**src/fcs_map.svh**
```systemverilog
// register offsets, field positions, reset values and timing for the flash clock/security bank
`ifndef FCS_MAP_SVH
`define FCS_MAP_SVH

// register offsets on the plain register port
`define FCS_OFF_DIVIDER 5'h00
`define FCS_OFF_SECURITY 5'h01

// timebase divider register fields
`define FCS_DIV_LOADED_BIT 7
`define FCS_DIV_VALUE_MSB 6
`define FCS_DIV_VALUE_LSB 0
`define FCS_DIV_VALUE_RST 7'h00

// security register fields
`define FCS_KEYEN_MSB 7
`define FCS_KEYEN_LSB 6
`define FCS_LOCK_MSB 1
`define FCS_LOCK_LSB 0
`define FCS_KEYEN_ENABLED 2'h2
`define FCS_LOCK_UNSECURED 2'h2
`define FCS_SEC_ALL_SET 8'hff
`define FCS_SEC_RST 8'hff

// timebase target and oscillator figures
`define FCS_TIMEBASE_TARGET_KHZ 1000
`define FCS_OSC_CLOCK_KHZ 40000
`define FCS_DIV_NOMINAL (`FCS_OSC_CLOCK_KHZ / `FCS_TIMEBASE_TARGET_KHZ)
// recommended code for the 39.90 to 40.95 MHz oscillator band
`define FCS_DIV_CODE_OSC40 7'h26

`endif

```
**src/fcs_pkg.sv**
```systemverilog
// types shared by the flash clock and security register bank
`default_nettype none
package fcs_pkg;

  // register port request, one cycle per strobe
  typedef struct packed {
    logic [4:0] addr;
    logic [7:0] wdata;
    logic wr;
    logic rd;
  } fcs_bus_req_type;

  // phase of the security byte load
  typedef enum logic [0:0] {
    SEC_WAIT_LOAD,
    SEC_LOADED
  } fcs_sec_phase_type;

  // whole state of the bank
  typedef struct packed {
    logic [6:0] divide_value;
    logic divider_loaded_flag;
    logic [6:0] div_cnt;
    logic tick;
    logic [7:0] security_state_reg;
    fcs_sec_phase_type sec_phase;
    logic key_enabled;
    logic unsecured;
    logic [7:0] rd_data;
  } fcs_state_type;

endpackage
`default_nettype wire

```
**src/fcs_flash_clock_sec.sv**
```systemverilog
// flash timebase divider and security register bank with register port
//
// Overview of operation
// - loaded flag bit 7 shows divider written
// - all bits readable, value write once, bit7 fixed
// - divide oscillator clock by value for timebase
// - divider writes accepted during reset sequence
// - security register readable, writes ignored
// - security register loaded from nonvolatile byte
// - double-bit fault at load sets all bits
// - backdoor enabled only for key field 10
// - unsecured only when lock field is 10
// - backdoor unlock forces lock field to 10
//
// Chosen here: the plain strobed port.
`include "fcs_map.svh"
`default_nettype none

module fcs_flash_clock_sec
  import fcs_pkg::*;
(
  input wire logic sys_clk_i,                 // oscillator clock
  input wire logic reset_n_i,                 // async reset, active low
  input wire fcs_bus_req_type bus_req_i,      // register port request
  output logic [7:0] rd_data_o,               // read data, cycle after read
  input wire logic command_complete_flag_i,   // high when no command runs
  input wire logic reset_seq_active_i,        // flash reset sequence running
  input wire logic nv_load_i,                 // security byte phrase read done
  input wire logic [7:0] nv_sec_byte_i,       // security byte from flash
  input wire logic nv_dbl_fault_i,            // double-bit fault on that phrase
  input wire logic backdoor_unlock_i,         // backdoor key verified pulse
  output logic program_timebase_tick_o,       // one pulse per timebase period
  output logic divider_loaded_flag_o,         // divider has been written
  output logic [6:0] divide_value_o,          // programmed divide value
  output logic [7:0] security_state_o,        // security register contents
  output logic backdoor_key_enable_o,         // backdoor access allowed
  output logic chip_unsecured_o               // device is unsecured
);

  // current and next state of the whole bank
  fcs_state_type state_q;
  fcs_state_type state_d;

  // decoded strobes
  logic div_sel;
  logic sec_sel;
  logic div_wr_ok;
  logic [7:0] div_rd_word;

  // address decode and write acceptance
  always_comb begin
    div_sel = (bus_req_i.addr == `FCS_OFF_DIVIDER);
    sec_sel = (bus_req_i.addr == `FCS_OFF_SECURITY);
    // accepted when idle or in the reset sequence, and only once
    div_wr_ok = bus_req_i.wr && div_sel && !state_q.divider_loaded_flag &&
                (command_complete_flag_i || reset_seq_active_i);
    div_rd_word = {state_q.divider_loaded_flag, state_q.divide_value};
  end

  // next-state logic
  always_comb begin
    state_d = state_q;
    // divider write: value stored once, flag sets, bit 7 of data dropped
    if (div_wr_ok) begin
      state_d.divide_value = bus_req_i.wdata[`FCS_DIV_VALUE_MSB:`FCS_DIV_VALUE_LSB];
      state_d.divider_loaded_flag = 1'b1;
    end
    // timebase counter runs only with a nonzero loaded value
    state_d.tick = 1'b0;
    if (!state_q.divider_loaded_flag || (state_q.divide_value == 7'h00)) begin
      state_d.div_cnt = 7'h00;
    end else if (state_q.div_cnt >= state_q.divide_value - 7'h01) begin
      // wrap and emit one tick per divide_value cycles
      state_d.div_cnt = 7'h00;
      state_d.tick = 1'b1;
    end else begin
      state_d.div_cnt = state_q.div_cnt + 7'h01;
    end
    // security byte load, once per reset
    case (state_q.sec_phase)
      SEC_WAIT_LOAD: begin
        if (nv_load_i) begin
          if (nv_dbl_fault_i) begin
            state_d.security_state_reg = `FCS_SEC_ALL_SET;
          end else begin
            state_d.security_state_reg = nv_sec_byte_i;
          end
          state_d.sec_phase = SEC_LOADED;
        end
      end
      SEC_LOADED: begin
        // backdoor unlock only honoured while key access is enabled
        if (backdoor_unlock_i && state_q.key_enabled) begin
          state_d.security_state_reg[`FCS_LOCK_MSB:`FCS_LOCK_LSB] =
            `FCS_LOCK_UNSECURED;
        end
      end
      default: begin
        state_d.sec_phase = SEC_WAIT_LOAD;
      end
    endcase
    // software writes to the security register change nothing
    // decoded security outputs follow the next register value
    state_d.key_enabled =
      (state_d.security_state_reg[`FCS_KEYEN_MSB:`FCS_KEYEN_LSB] == `FCS_KEYEN_ENABLED);
    state_d.unsecured =
      (state_d.security_state_reg[`FCS_LOCK_MSB:`FCS_LOCK_LSB] == `FCS_LOCK_UNSECURED);
    // read data for one cycle only, zero otherwise or when unmapped
    state_d.rd_data = 8'h00;
    if (bus_req_i.rd) begin
      if (div_sel) begin
        state_d.rd_data = div_rd_word;
      end else if (sec_sel) begin
        state_d.rd_data = state_q.security_state_reg;
      end else begin
        state_d.rd_data = 8'h00;
      end
    end
  end

  // state register, cleared only by reset, except the security register, which reset sets to all ones
  always_ff @(posedge sys_clk_i or negedge reset_n_i) begin
    if (!reset_n_i) begin
      state_q.divide_value <= `FCS_DIV_VALUE_RST;
      state_q.divider_loaded_flag <= 1'b0;
      state_q.div_cnt <= 7'h00;
      state_q.tick <= 1'b0;
      state_q.security_state_reg <= `FCS_SEC_RST;
      state_q.sec_phase <= SEC_WAIT_LOAD;
      state_q.key_enabled <= 1'b0;
      state_q.unsecured <= 1'b0;
      state_q.rd_data <= 8'h00;
    end else begin
      state_q <= state_d;
    end
  end

  // outputs straight from the state
  assign rd_data_o = state_q.rd_data;
  assign program_timebase_tick_o = state_q.tick;
  assign divider_loaded_flag_o = state_q.divider_loaded_flag;
  assign divide_value_o = state_q.divide_value;
  assign security_state_o = state_q.security_state_reg;
  assign backdoor_key_enable_o = state_q.key_enabled;
  assign chip_unsecured_o = state_q.unsecured;

  // helper: cycles since the previous tick, for period checks
  logic [7:0] gap_q;
  logic seen_tick_q;
  always_ff @(posedge sys_clk_i or negedge reset_n_i) begin
    if (!reset_n_i) begin
      gap_q <= 8'h00;
      seen_tick_q <= 1'b0;
    end else if (program_timebase_tick_o) begin
      gap_q <= 8'h01;
      seen_tick_q <= 1'b1;
    end else if (gap_q != 8'hff) begin
      gap_q <= gap_q + 8'h01;
    end
  end

  // the loaded flag reads back in bit 7 of the divider register
  chk_loaded_flag_read: assert property (@(posedge sys_clk_i) disable iff (!reset_n_i)
    bus_req_i.rd && div_sel |=> rd_data_o[`FCS_DIV_LOADED_BIT] == $past(divider_loaded_flag_o))
    else $error("loaded flag misread");

  // an accepted divider write sets the flag and stores the value
  chk_div_write_takes: assert property (@(posedge sys_clk_i) disable iff (!reset_n_i)
    div_wr_ok |=> divider_loaded_flag_o && divide_value_o == $past(bus_req_i.wdata[6:0]))
    else $error("divider write not taken");

  // once loaded, value and flag never change until reset
  chk_write_once: assert property (@(posedge sys_clk_i) disable iff (!reset_n_i)
    divider_loaded_flag_o |=> divider_loaded_flag_o && $stable(divide_value_o))
    else $error("divider changed after load");

  // tick period equals the divide value
  chk_tick_period: assert property (@(posedge sys_clk_i) disable iff (!reset_n_i)
    program_timebase_tick_o && seen_tick_q && $stable(divide_value_o) && divide_value_o != 7'h00
    |-> gap_q == {1'b0, divide_value_o})
    else $error("timebase period wrong");

  // no tick without a loaded nonzero value
  chk_tick_needs_value: assert property (@(posedge sys_clk_i) disable iff (!reset_n_i)
    (!divider_loaded_flag_o || divide_value_o == 7'h00) |=> !program_timebase_tick_o)
    else $error("tick without divider");

  // a write in the reset sequence is taken although no command is complete
  chk_reset_seq_write: assert property (@(posedge sys_clk_i) disable iff (!reset_n_i)
    bus_req_i.wr && div_sel && reset_seq_active_i && !divider_loaded_flag_o
    |=> divider_loaded_flag_o)
    else $error("reset-sequence write lost");

  // a write during a running command outside the reset sequence is ignored
  chk_busy_write_dropped: assert property (@(posedge sys_clk_i) disable iff (!reset_n_i)
    bus_req_i.wr && div_sel && !command_complete_flag_i && !reset_seq_active_i &&
    !divider_loaded_flag_o |=> !divider_loaded_flag_o)
    else $error("busy write was taken");

  // software writes leave the security register as it was
  chk_sec_read_only: assert property (@(posedge sys_clk_i) disable iff (!reset_n_i)
    bus_req_i.wr && sec_sel && !nv_load_i && !backdoor_unlock_i
    |=> $stable(security_state_o))
    else $error("security register written");

  // the nonvolatile byte lands in the register at load
  chk_sec_load: assert property (@(posedge sys_clk_i) disable iff (!reset_n_i)
    state_q.sec_phase == SEC_WAIT_LOAD && nv_load_i && !nv_dbl_fault_i
    |=> security_state_o == $past(nv_sec_byte_i))
    else $error("security byte not loaded");

  // a double-bit fault leaves every bit set, secured, key disabled
  chk_sec_fault: assert property (@(posedge sys_clk_i) disable iff (!reset_n_i)
    state_q.sec_phase == SEC_WAIT_LOAD && nv_load_i && nv_dbl_fault_i
    |=> security_state_o == 8'hff && !chip_unsecured_o && !backdoor_key_enable_o)
    else $error("fault load not all ones");

  // backdoor enable follows the key field exactly
  chk_key_decode: assert property (@(posedge sys_clk_i) disable iff (!reset_n_i)
    backdoor_key_enable_o == (security_state_o[7:6] == 2'b10))
    else $error("key enable decode wrong");

  // unsecured follows the lock field exactly
  chk_lock_decode: assert property (@(posedge sys_clk_i) disable iff (!reset_n_i)
    chip_unsecured_o == (security_state_o[1:0] == 2'b10))
    else $error("lock decode wrong");

  // backdoor unlock forces the lock field and leaves the key field alone
  chk_backdoor_force: assert property (@(posedge sys_clk_i) disable iff (!reset_n_i)
    state_q.sec_phase == SEC_LOADED && backdoor_unlock_i && backdoor_key_enable_o
    |=> chip_unsecured_o ##0 security_state_o[7:2] == $past(security_state_o[7:2]))
    else $error("backdoor unlock not applied");

  // read data stands one cycle only
  chk_read_one_cycle: assert property (@(posedge sys_clk_i) disable iff (!reset_n_i)
    !bus_req_i.rd |=> rd_data_o == 8'h00)
    else $error("read data held too long");

  // a write after the load leaves the value alone
  chk_locked_write: assert property (@(posedge sys_clk_i) disable iff (!reset_n_i)
    bus_req_i.wr && div_sel && divider_loaded_flag_o |=> $stable(divide_value_o))
    else $error("locked divider overwritten");

  // the flag only rises through an accepted write
  chk_flag_needs_write: assert property (@(posedge sys_clk_i) disable iff (!reset_n_i)
    !divider_loaded_flag_o && !div_wr_ok |=> !divider_loaded_flag_o)
    else $error("flag set without write");

  // the value stays at zero until the first write
  chk_value_before_load: assert property (@(posedge sys_clk_i) disable iff (!reset_n_i)
    !divider_loaded_flag_o |-> divide_value_o == 7'h00)
    else $error("value before load");

  // an idle write before the load is taken with bit 7 dropped
  chk_idle_write: assert property (@(posedge sys_clk_i) disable iff (!reset_n_i)
    bus_req_i.wr && div_sel && command_complete_flag_i && !divider_loaded_flag_o
    |=> divider_loaded_flag_o && divide_value_o == $past(bus_req_i.wdata[6:0]))
    else $error("idle divider write lost");

  // a busy write outside the reset sequence keeps the value
  chk_busy_value_kept: assert property (@(posedge sys_clk_i) disable iff (!reset_n_i)
    bus_req_i.wr && div_sel && !command_complete_flag_i && !reset_seq_active_i
    |=> $stable(divide_value_o))
    else $error("busy write changed value");

  // writes to other addresses leave the divider alone
  chk_other_write: assert property (@(posedge sys_clk_i) disable iff (!reset_n_i)
    bus_req_i.wr && !div_sel |=> $stable(divide_value_o) && $stable(divider_loaded_flag_o))
    else $error("stray write hit divider");

  // divider readback carries the value bits
  chk_read_divider: assert property (@(posedge sys_clk_i) disable iff (!reset_n_i)
    bus_req_i.rd && div_sel |=> rd_data_o[6:0] == $past(divide_value_o))
    else $error("divider value misread");

  // security readback shows the whole register
  chk_read_security: assert property (@(posedge sys_clk_i) disable iff (!reset_n_i)
    bus_req_i.rd && sec_sel |=> rd_data_o == $past(security_state_o))
    else $error("security register misread");

  // unmapped reads return zero
  chk_unmapped_read: assert property (@(posedge sys_clk_i) disable iff (!reset_n_i)
    bus_req_i.rd && !div_sel && !sec_sel |=> rd_data_o == 8'h00)
    else $error("unmapped read not zero");

  // a write strobe brings no read data
  chk_write_no_data: assert property (@(posedge sys_clk_i) disable iff (!reset_n_i)
    bus_req_i.wr |=> rd_data_o == 8'h00)
    else $error("read data after write");

  // tick is one cycle wide unless the value is one
  chk_tick_width: assert property (@(posedge sys_clk_i) disable iff (!reset_n_i)
    program_timebase_tick_o && divide_value_o != 7'h01 |=> !program_timebase_tick_o)
    else $error("tick too wide");

  // the counter stays below the divide value
  chk_counter_range: assert property (@(posedge sys_clk_i) disable iff (!reset_n_i)
    divider_loaded_flag_o && divide_value_o != 7'h00 |-> state_q.div_cnt < divide_value_o)
    else $error("timebase counter overran");

  // ticks never come closer than the divide value
  chk_tick_gap_min: assert property (@(posedge sys_clk_i) disable iff (!reset_n_i)
    program_timebase_tick_o && seen_tick_q |-> gap_q >= {1'b0, divide_value_o})
    else $error("ticks too close");

  // later load pulses are ignored
  chk_load_once: assert property (@(posedge sys_clk_i) disable iff (!reset_n_i)
    state_q.sec_phase == SEC_LOADED && nv_load_i && !backdoor_unlock_i
    |=> $stable(security_state_o))
    else $error("second load taken");

  // before the load the register reads all ones
  chk_before_load: assert property (@(posedge sys_clk_i) disable iff (!reset_n_i)
    state_q.sec_phase == SEC_WAIT_LOAD |-> security_state_o == 8'hff)
    else $error("security changed before load");

  // before the load the chip is secured with the key off
  chk_secured_early: assert property (@(posedge sys_clk_i) disable iff (!reset_n_i)
    state_q.sec_phase == SEC_WAIT_LOAD |-> !chip_unsecured_o && !backdoor_key_enable_o)
    else $error("unsecured before load");

  // an unlock with the key disabled changes nothing
  chk_unlock_needs_key: assert property (@(posedge sys_clk_i) disable iff (!reset_n_i)
    state_q.sec_phase == SEC_LOADED && backdoor_unlock_i && !backdoor_key_enable_o
    |=> $stable(security_state_o))
    else $error("unlock with key disabled");

  // an unlock before the load changes nothing
  chk_unlock_early: assert property (@(posedge sys_clk_i) disable iff (!reset_n_i)
    state_q.sec_phase == SEC_WAIT_LOAD && backdoor_unlock_i && !nv_load_i
    |=> $stable(security_state_o))
    else $error("unlock before load");

  // scenarios worth seeing
  cov_divider_written: cover property (@(posedge sys_clk_i) disable iff (!reset_n_i)
    div_wr_ok ##1 divider_loaded_flag_o);
  cov_two_ticks: cover property (@(posedge sys_clk_i) disable iff (!reset_n_i)
    program_timebase_tick_o && seen_tick_q);
  cov_fault_load: cover property (@(posedge sys_clk_i) disable iff (!reset_n_i)
    nv_load_i && nv_dbl_fault_i && state_q.sec_phase == SEC_WAIT_LOAD);
  cov_backdoor_unlock: cover property (@(posedge sys_clk_i) disable iff (!reset_n_i)
    backdoor_unlock_i && backdoor_key_enable_o ##1 chip_unsecured_o);
  cov_busy_write: cover property (@(posedge sys_clk_i) disable iff (!reset_n_i)
    bus_req_i.wr && div_sel && !command_complete_flag_i && !reset_seq_active_i);

endmodule
`default_nettype wire

```
**config.mk**
```make
export PLATFORM = sky130hd
export DESIGN_NAME = fcs_flash_clock_sec
export DESIGN_NICKNAME = d
export VERILOG_FILES = /design/src/fcs_pkg.sv /design/src/fcs_flash_clock_sec.sv
export VERILOG_INCLUDE_DIRS = /design/src /design/src/src
export SDC_FILE = /design/constraint.sdc
export NUM_CORES = 1
export LEC_CHECK = 0
export BUFFER_PORTS_ARGS = -buffer_cell sky130_fd_sc_hd__buf_2
export CAP_MARGIN = 5
export CORE_MARGIN = 4
export CORE_UTILIZATION = 55
export DETAILED_ROUTE_END_ITERATION = 6
export GPL_TIMING_DRIVEN = 0
export PLACE_DENSITY = 0.85
export RECOVER_POWER = 100
export SETUP_SLACK_MARGIN = 0.02
export SLEW_MARGIN = 10
export SYNTH_ARGS = -nofsm -noshare
export SYNTH_HDL_FRONTEND = slang
export SYNTH_SLANG_ARGS = --single-unit
```
**constraint.sdc**
```tcl
create_clock -name sys_clk_i -period 4.5 [get_ports sys_clk_i]
set_input_delay 0.9 -clock sys_clk_i [delete_from_list [all_inputs] [get_ports sys_clk_i]]
set_output_delay 0.9 -clock sys_clk_i [all_outputs]
set_load 0.02 [all_outputs]
```
# [After elaboration in Yosys (flattened, before gate mapping)]
# Cells that the tools add are included.
[classes] n_eq_ne=3 bitwise=1 add_sub_neg=2 reduce_logical=10 n_lt_le_gt_ge=1 n_mux=13
[op_table] cell="2-to-1 mux 8 bit" n=4
[op_table] cell="2-to-1 mux 7 bit" n=2
[op_table] cell="2-to-1 mux 9 bit" n=1
[op_table] cell="adder 7 x 1 -> 7 bit, second input constant" n=1
[op_table] cell=">= comparator 7 bit" n=1
[op_table] cell="logical NOT 7 bit" n=1
[op_table] cell="subtractor 7 x 1 -> 7 bit, second input constant" n=1
[op_table] cell="2-to-1 mux 6 bit" n=1
[op_table] cell="== test 5 x 1 -> 1 bit, second input constant" n=1
[op_table] cell="logical NOT 5 bit" n=1
[op_table] cell="== test 2 bit, second input constant" n=2
[op_table] cell="logical AND 1 bit" n=4
[op_table] cell="case mux 2 bit (2 select lines)" n=1
[op_table] cell="2-to-1 mux 1 bit" n=3
[op_table] cell="logical OR 1 bit" n=2
[op_table] cell="2-to-1 mux 2 bit" n=1
[op_table] cell="AND reduction 2 bit" n=1
[op_table] cell="logical NOT 1 bit" n=1
[op_table] cell="inverter 1 bit" n=1
[totals] inputBits=30 wordCells=40 output_inout_bits=27 reg_bits=35

# [Logic depth before layout (Yosys ltp)]
[depth] depth_word=4 ltp_mapped=9 depth_no_buf=9

# [Least setup slack after synthesis]
# Ideal clock, no wire load.
[synth_timing] path_type="register to register" startpoint="register state_q, in the netlist divide_value_o[2]" endpoint="register state_q[22] (netlist name)" period_less_slack_ns=2.139 stages_incl_launch_ff=9 setup_time_ns=0.074 path_slack_ns=2.361 t_required_ns=4.426 arrival_time_ns=2.065 cell_sequence="dfrtp_1 or3_1 nor3_1 xnor2_1 ha_1 a41o_1 a21oi_1 o211ai_1 nor2_1"
[synth_rtl] element="from (decl)" line_no="fcs_flash_clock_sec.sv:41" text="fcs_state_type state_q;"
[synth_rtl] element="from (signal assigned)" line_no="fcs_flash_clock_sec.sv:134" text="state_q <= state_d;"

==> summary.md <==
| Metric | Value |
|---|---|
| H-tree Lvls | `2` |
| Pins over their slew limit | `36` |
| Initial core utilization | `59.0%` |
| Io pins | `57` |
| Synth Area in Compound Gates | `7.25%` |
| Synth Area in XOR/XNOR | `4.75%` |
| Fmax | `0.408 GHz` |
| Post-Syn Nets | `212` |
| Diodes inserted | `0` |
| Die Wd | `65.9 um` |
| Worst-Skew Late Latency | `0.34 ns` |
| Mux contribution to synthesized area | `8.61%` |
| Fillers | `254` |
| Area growth syn-to-layout | `18.6%` |
| Core ar. | `3130 um2` |
| Status | `finished with violations` |
| Hpwl dp | `2.76 mm` |
| Slew @ Worst Pin | `1.77 ns` |
| Synth Flop Type | `dfrtp_1` |
| Nets | `roughly 270` |
| Kind of critical path | `reg -> reg` |
| First-pass GRT wire length | `5.81 mm` |
| Initial drt markers | `35` |
| Placed insts | `269` |
| Number of cells on the critical path | `8` |
| Data arrival, critical path | `2.72 ns` |
| # clock sinks | `35` |
| Final Hold Fails | `0` |
| Hold WC Path Type | `reg -> reg` |
| Pleak | `1.15 nW` |
| Synthesized instance count | `approximately 170` |
| Setup Viol. Count Final | `0` |
| Synth Area in Adders | `around 6.8%` |
| Remaining Overflow, GRT | `0` |
| Top cell type's share of synthesized area | `36.6%` |
| Layout cell share with drive strength beyond 1 | `31.8%` |
| Initial antenna violation count | `0` |
| Violated checks | `capacitance limit, slew limit` |
| Worst path required time | `4.77 ns` |
| Fin cells | `277` |
| FF-to-FF setup slack | `roughly 2 ns` |
| IO Port Bufs | `between 50 and 60` |
| #FFs+latches synth | `35` |
| Final core occ | `70.0%` |
| Crit path max-delay family | `simple AND/OR/NAND/NOR gates` |
| DRC | `0` |
| WL/cell | `12.8 um` |
| Startpoint Class | `register` |
| Chip height | `between 60 and 70 um` |
| Clk slew on worst S/H paths | `around 0.09 ns` |
| R2r worst-path depth | `8` |
| Full die area | `roughly 4300 um2` |
| Cells along the critical path | `or3_1 > nor3_1 > xnor2_1 > ha_1 > a41o_1 > a21oi_1 > o211ai_1 > nor2_1` |
| Setup crit end kind | `register` |
| Sequential area share after synthesis | `between 40% and 50%` |
| Async S/R FF share, synth | `100%` |
| Clock Path Buffers | `2` |
| ANT nets after route | `0` |
| Synth cell types | `32` |
| Period utilisation layout | `54.5%` |
| Synth area leader | `dfrtp_1` |
| Max-cap violations | `1` |
| Routed vias | `~1,400` |
| GP Congestion | `around 0.76` |
| RSZ-0062 raised after global routing | `no` |
| Area taken by multi-input logic gates | `718 um2` |
| Num rows | `20` |
| CP max stage cell | `dfrtp_1` |
| Max stage delay on crit path | `0.46 ns` |
| Most frequent cells after synthesis | `27 x dfrtp_1, 25 x nor2_1, 23 x buf_4` |
| Final WL | `between 3 and 4 mm` |
| Max-slew headroom | `-17.7%` |
| Root Driver | `clkbuf_4` |
| Clock tree from TritonCTS | `built` |
| Postcts setup bufs | `0` |
| Clk_skew | `0.0115 ns` |
| Hold path depth | `1` |
| Pin count of the biggest net entering global routing | `36` |
| Reg area | `886 um2` |
| Post-DR vias/cell | `4.88` |
| Vias in the first global route | `1,397` |
| Hold-fix buffers, CTS | `0` |
| Final min period | `2.45 ns` |
| Worst vdd ir | `0.215 mV` |
| Mean post-synth cell area | `around 11 um2` |
| Pwr Density | `289 nW/um2` |
| Main combinational cell family by area after synthesis | `simple AND/OR/NAND/NOR gates` |
| Cells resized by post-CTS repair | `0` |
| Top-count cell post-synth | `dfrtp_1` |
| Critical path peak fanout | `7` |
| Bufs and invs on worst path | `0` |
| Simple-gate share of the synthesized area | `a little over an eighth` |
| Post-synth EDFFs | `0` |
| Setup TNS | `0 ns` |
| GRT Total Usage | `between 10% and 20%` |
| Top post-synthesis cells by area | `dfrtp_1 37%, dfstp_2 11%, buf_4 9.4%` |
| Post-Syn Area | `1850 um2` |
| Drt first pass iters | `4` |
| Num CTS Buffers | `5` |
| YS warnings | `0` |
## worst paths after layout
kind | from | to
worst max-delay path | divide_value_o[2]$_DFFE_PN0P_ | state_q[26]$_DFF_PN0_
worst min-delay path | state_q[20]$_DFF_PN0_ | state_q[20]$_DFF_PN0_
worst max register to register | divide_value_o[2]$_DFFE_PN0P_ | state_q[26]$_DFF_PN0_
worst min register to register | state_q[20]$_DFF_PN0_ | state_q[20]$_DFF_PN0_
max in group asynchronous | reset_n_i | divide_value_o[0]$_DFFE_PN0P_
min in group asynchronous | reset_n_i | state_q[24]$_DFF_PN0_
## flip-flops by register name (all words and copies together), names as in the netlist
name / flops
divider_loaded_flag_o: 1
security_state_o: 8
chip_unsecured_o: 1
rd_data_o: 8
backdoor_key_enable_o: 1
divide_value_o: 7
state_q: 8
program_timebase_tick_o: 1
## routing by layer
| layer | wire length (um) | GRT usage (%) | share of wire [%] |
|---|---|---|---|
| met5 | 0 | 0 | 0 |
| met4 | 75 | 7.51 | 2.1 |
| met3 | 268 | 5.61 | 7.6 |
| met2 | 1720 | 29.9 | 49 |
| met1 | 1480 | 21.2 | 42 |
## cells by family after synthesis
group,after synthesis
buffers and inverters,32
xor gates and xnor gates,10
muxes,15
AOI/OAI and AO/OA,18
DFF,35
and+or+nand+nor,52
adders and majority gates,10
## final cells by class
type,count,area share (%)
flip-flops and latches,35,40.5
multi-input cells,105,32.8
repair buffers,53,11.0
plain buffers,26,8.46
well taps,44,2.51
clock inverters,3,2.00
clock buffers,5,1.71
inverters,6,1.03
## stage by stage
step | hold slack [ns] | setup WS [ns] | total power, W | cell area, um2
after floorplan | 0.446 | 2.36 | 0.000388 | 1850
after global placement | 0.470 | 2.14 | 0.000420 | 2170
after detailed placement | 0.480 | 2.06 | 0.000423 | 2170
after CTS | 0.494 | 2.05 | 0.000646 | 2250
after global routing | 0.530 | 1.87 | 0.000665 | 2190
final | 0.493 | 2.05 | 0.000633 | 2190
## placed cells by master, fill, tap and decap left out, types with 7 or more instances in the layout
| master | count |
|---|---|
| buf_2 | 35 |
| buf_4 | 22 |
| clkbuf_1 | 21 |
| dfrtp_1 | 27 |
| dfstp_1 | 8 |
| ha_1 | 10 |
| mux2_2 | 7 |
| mux2i_1 | 8 |
| nand2_1 | 10 |
| nor2_1 | 25 |
| o21ai_0 | 7 |
## report_power, final
group | switching [W] | internal (W)
Combinational | 0.0000400 | 0.0000338
Sequential | 0.00000786 | 0.000328
Clock | 0.000107 | 0.000117
(Power assumes the default switching activity.)
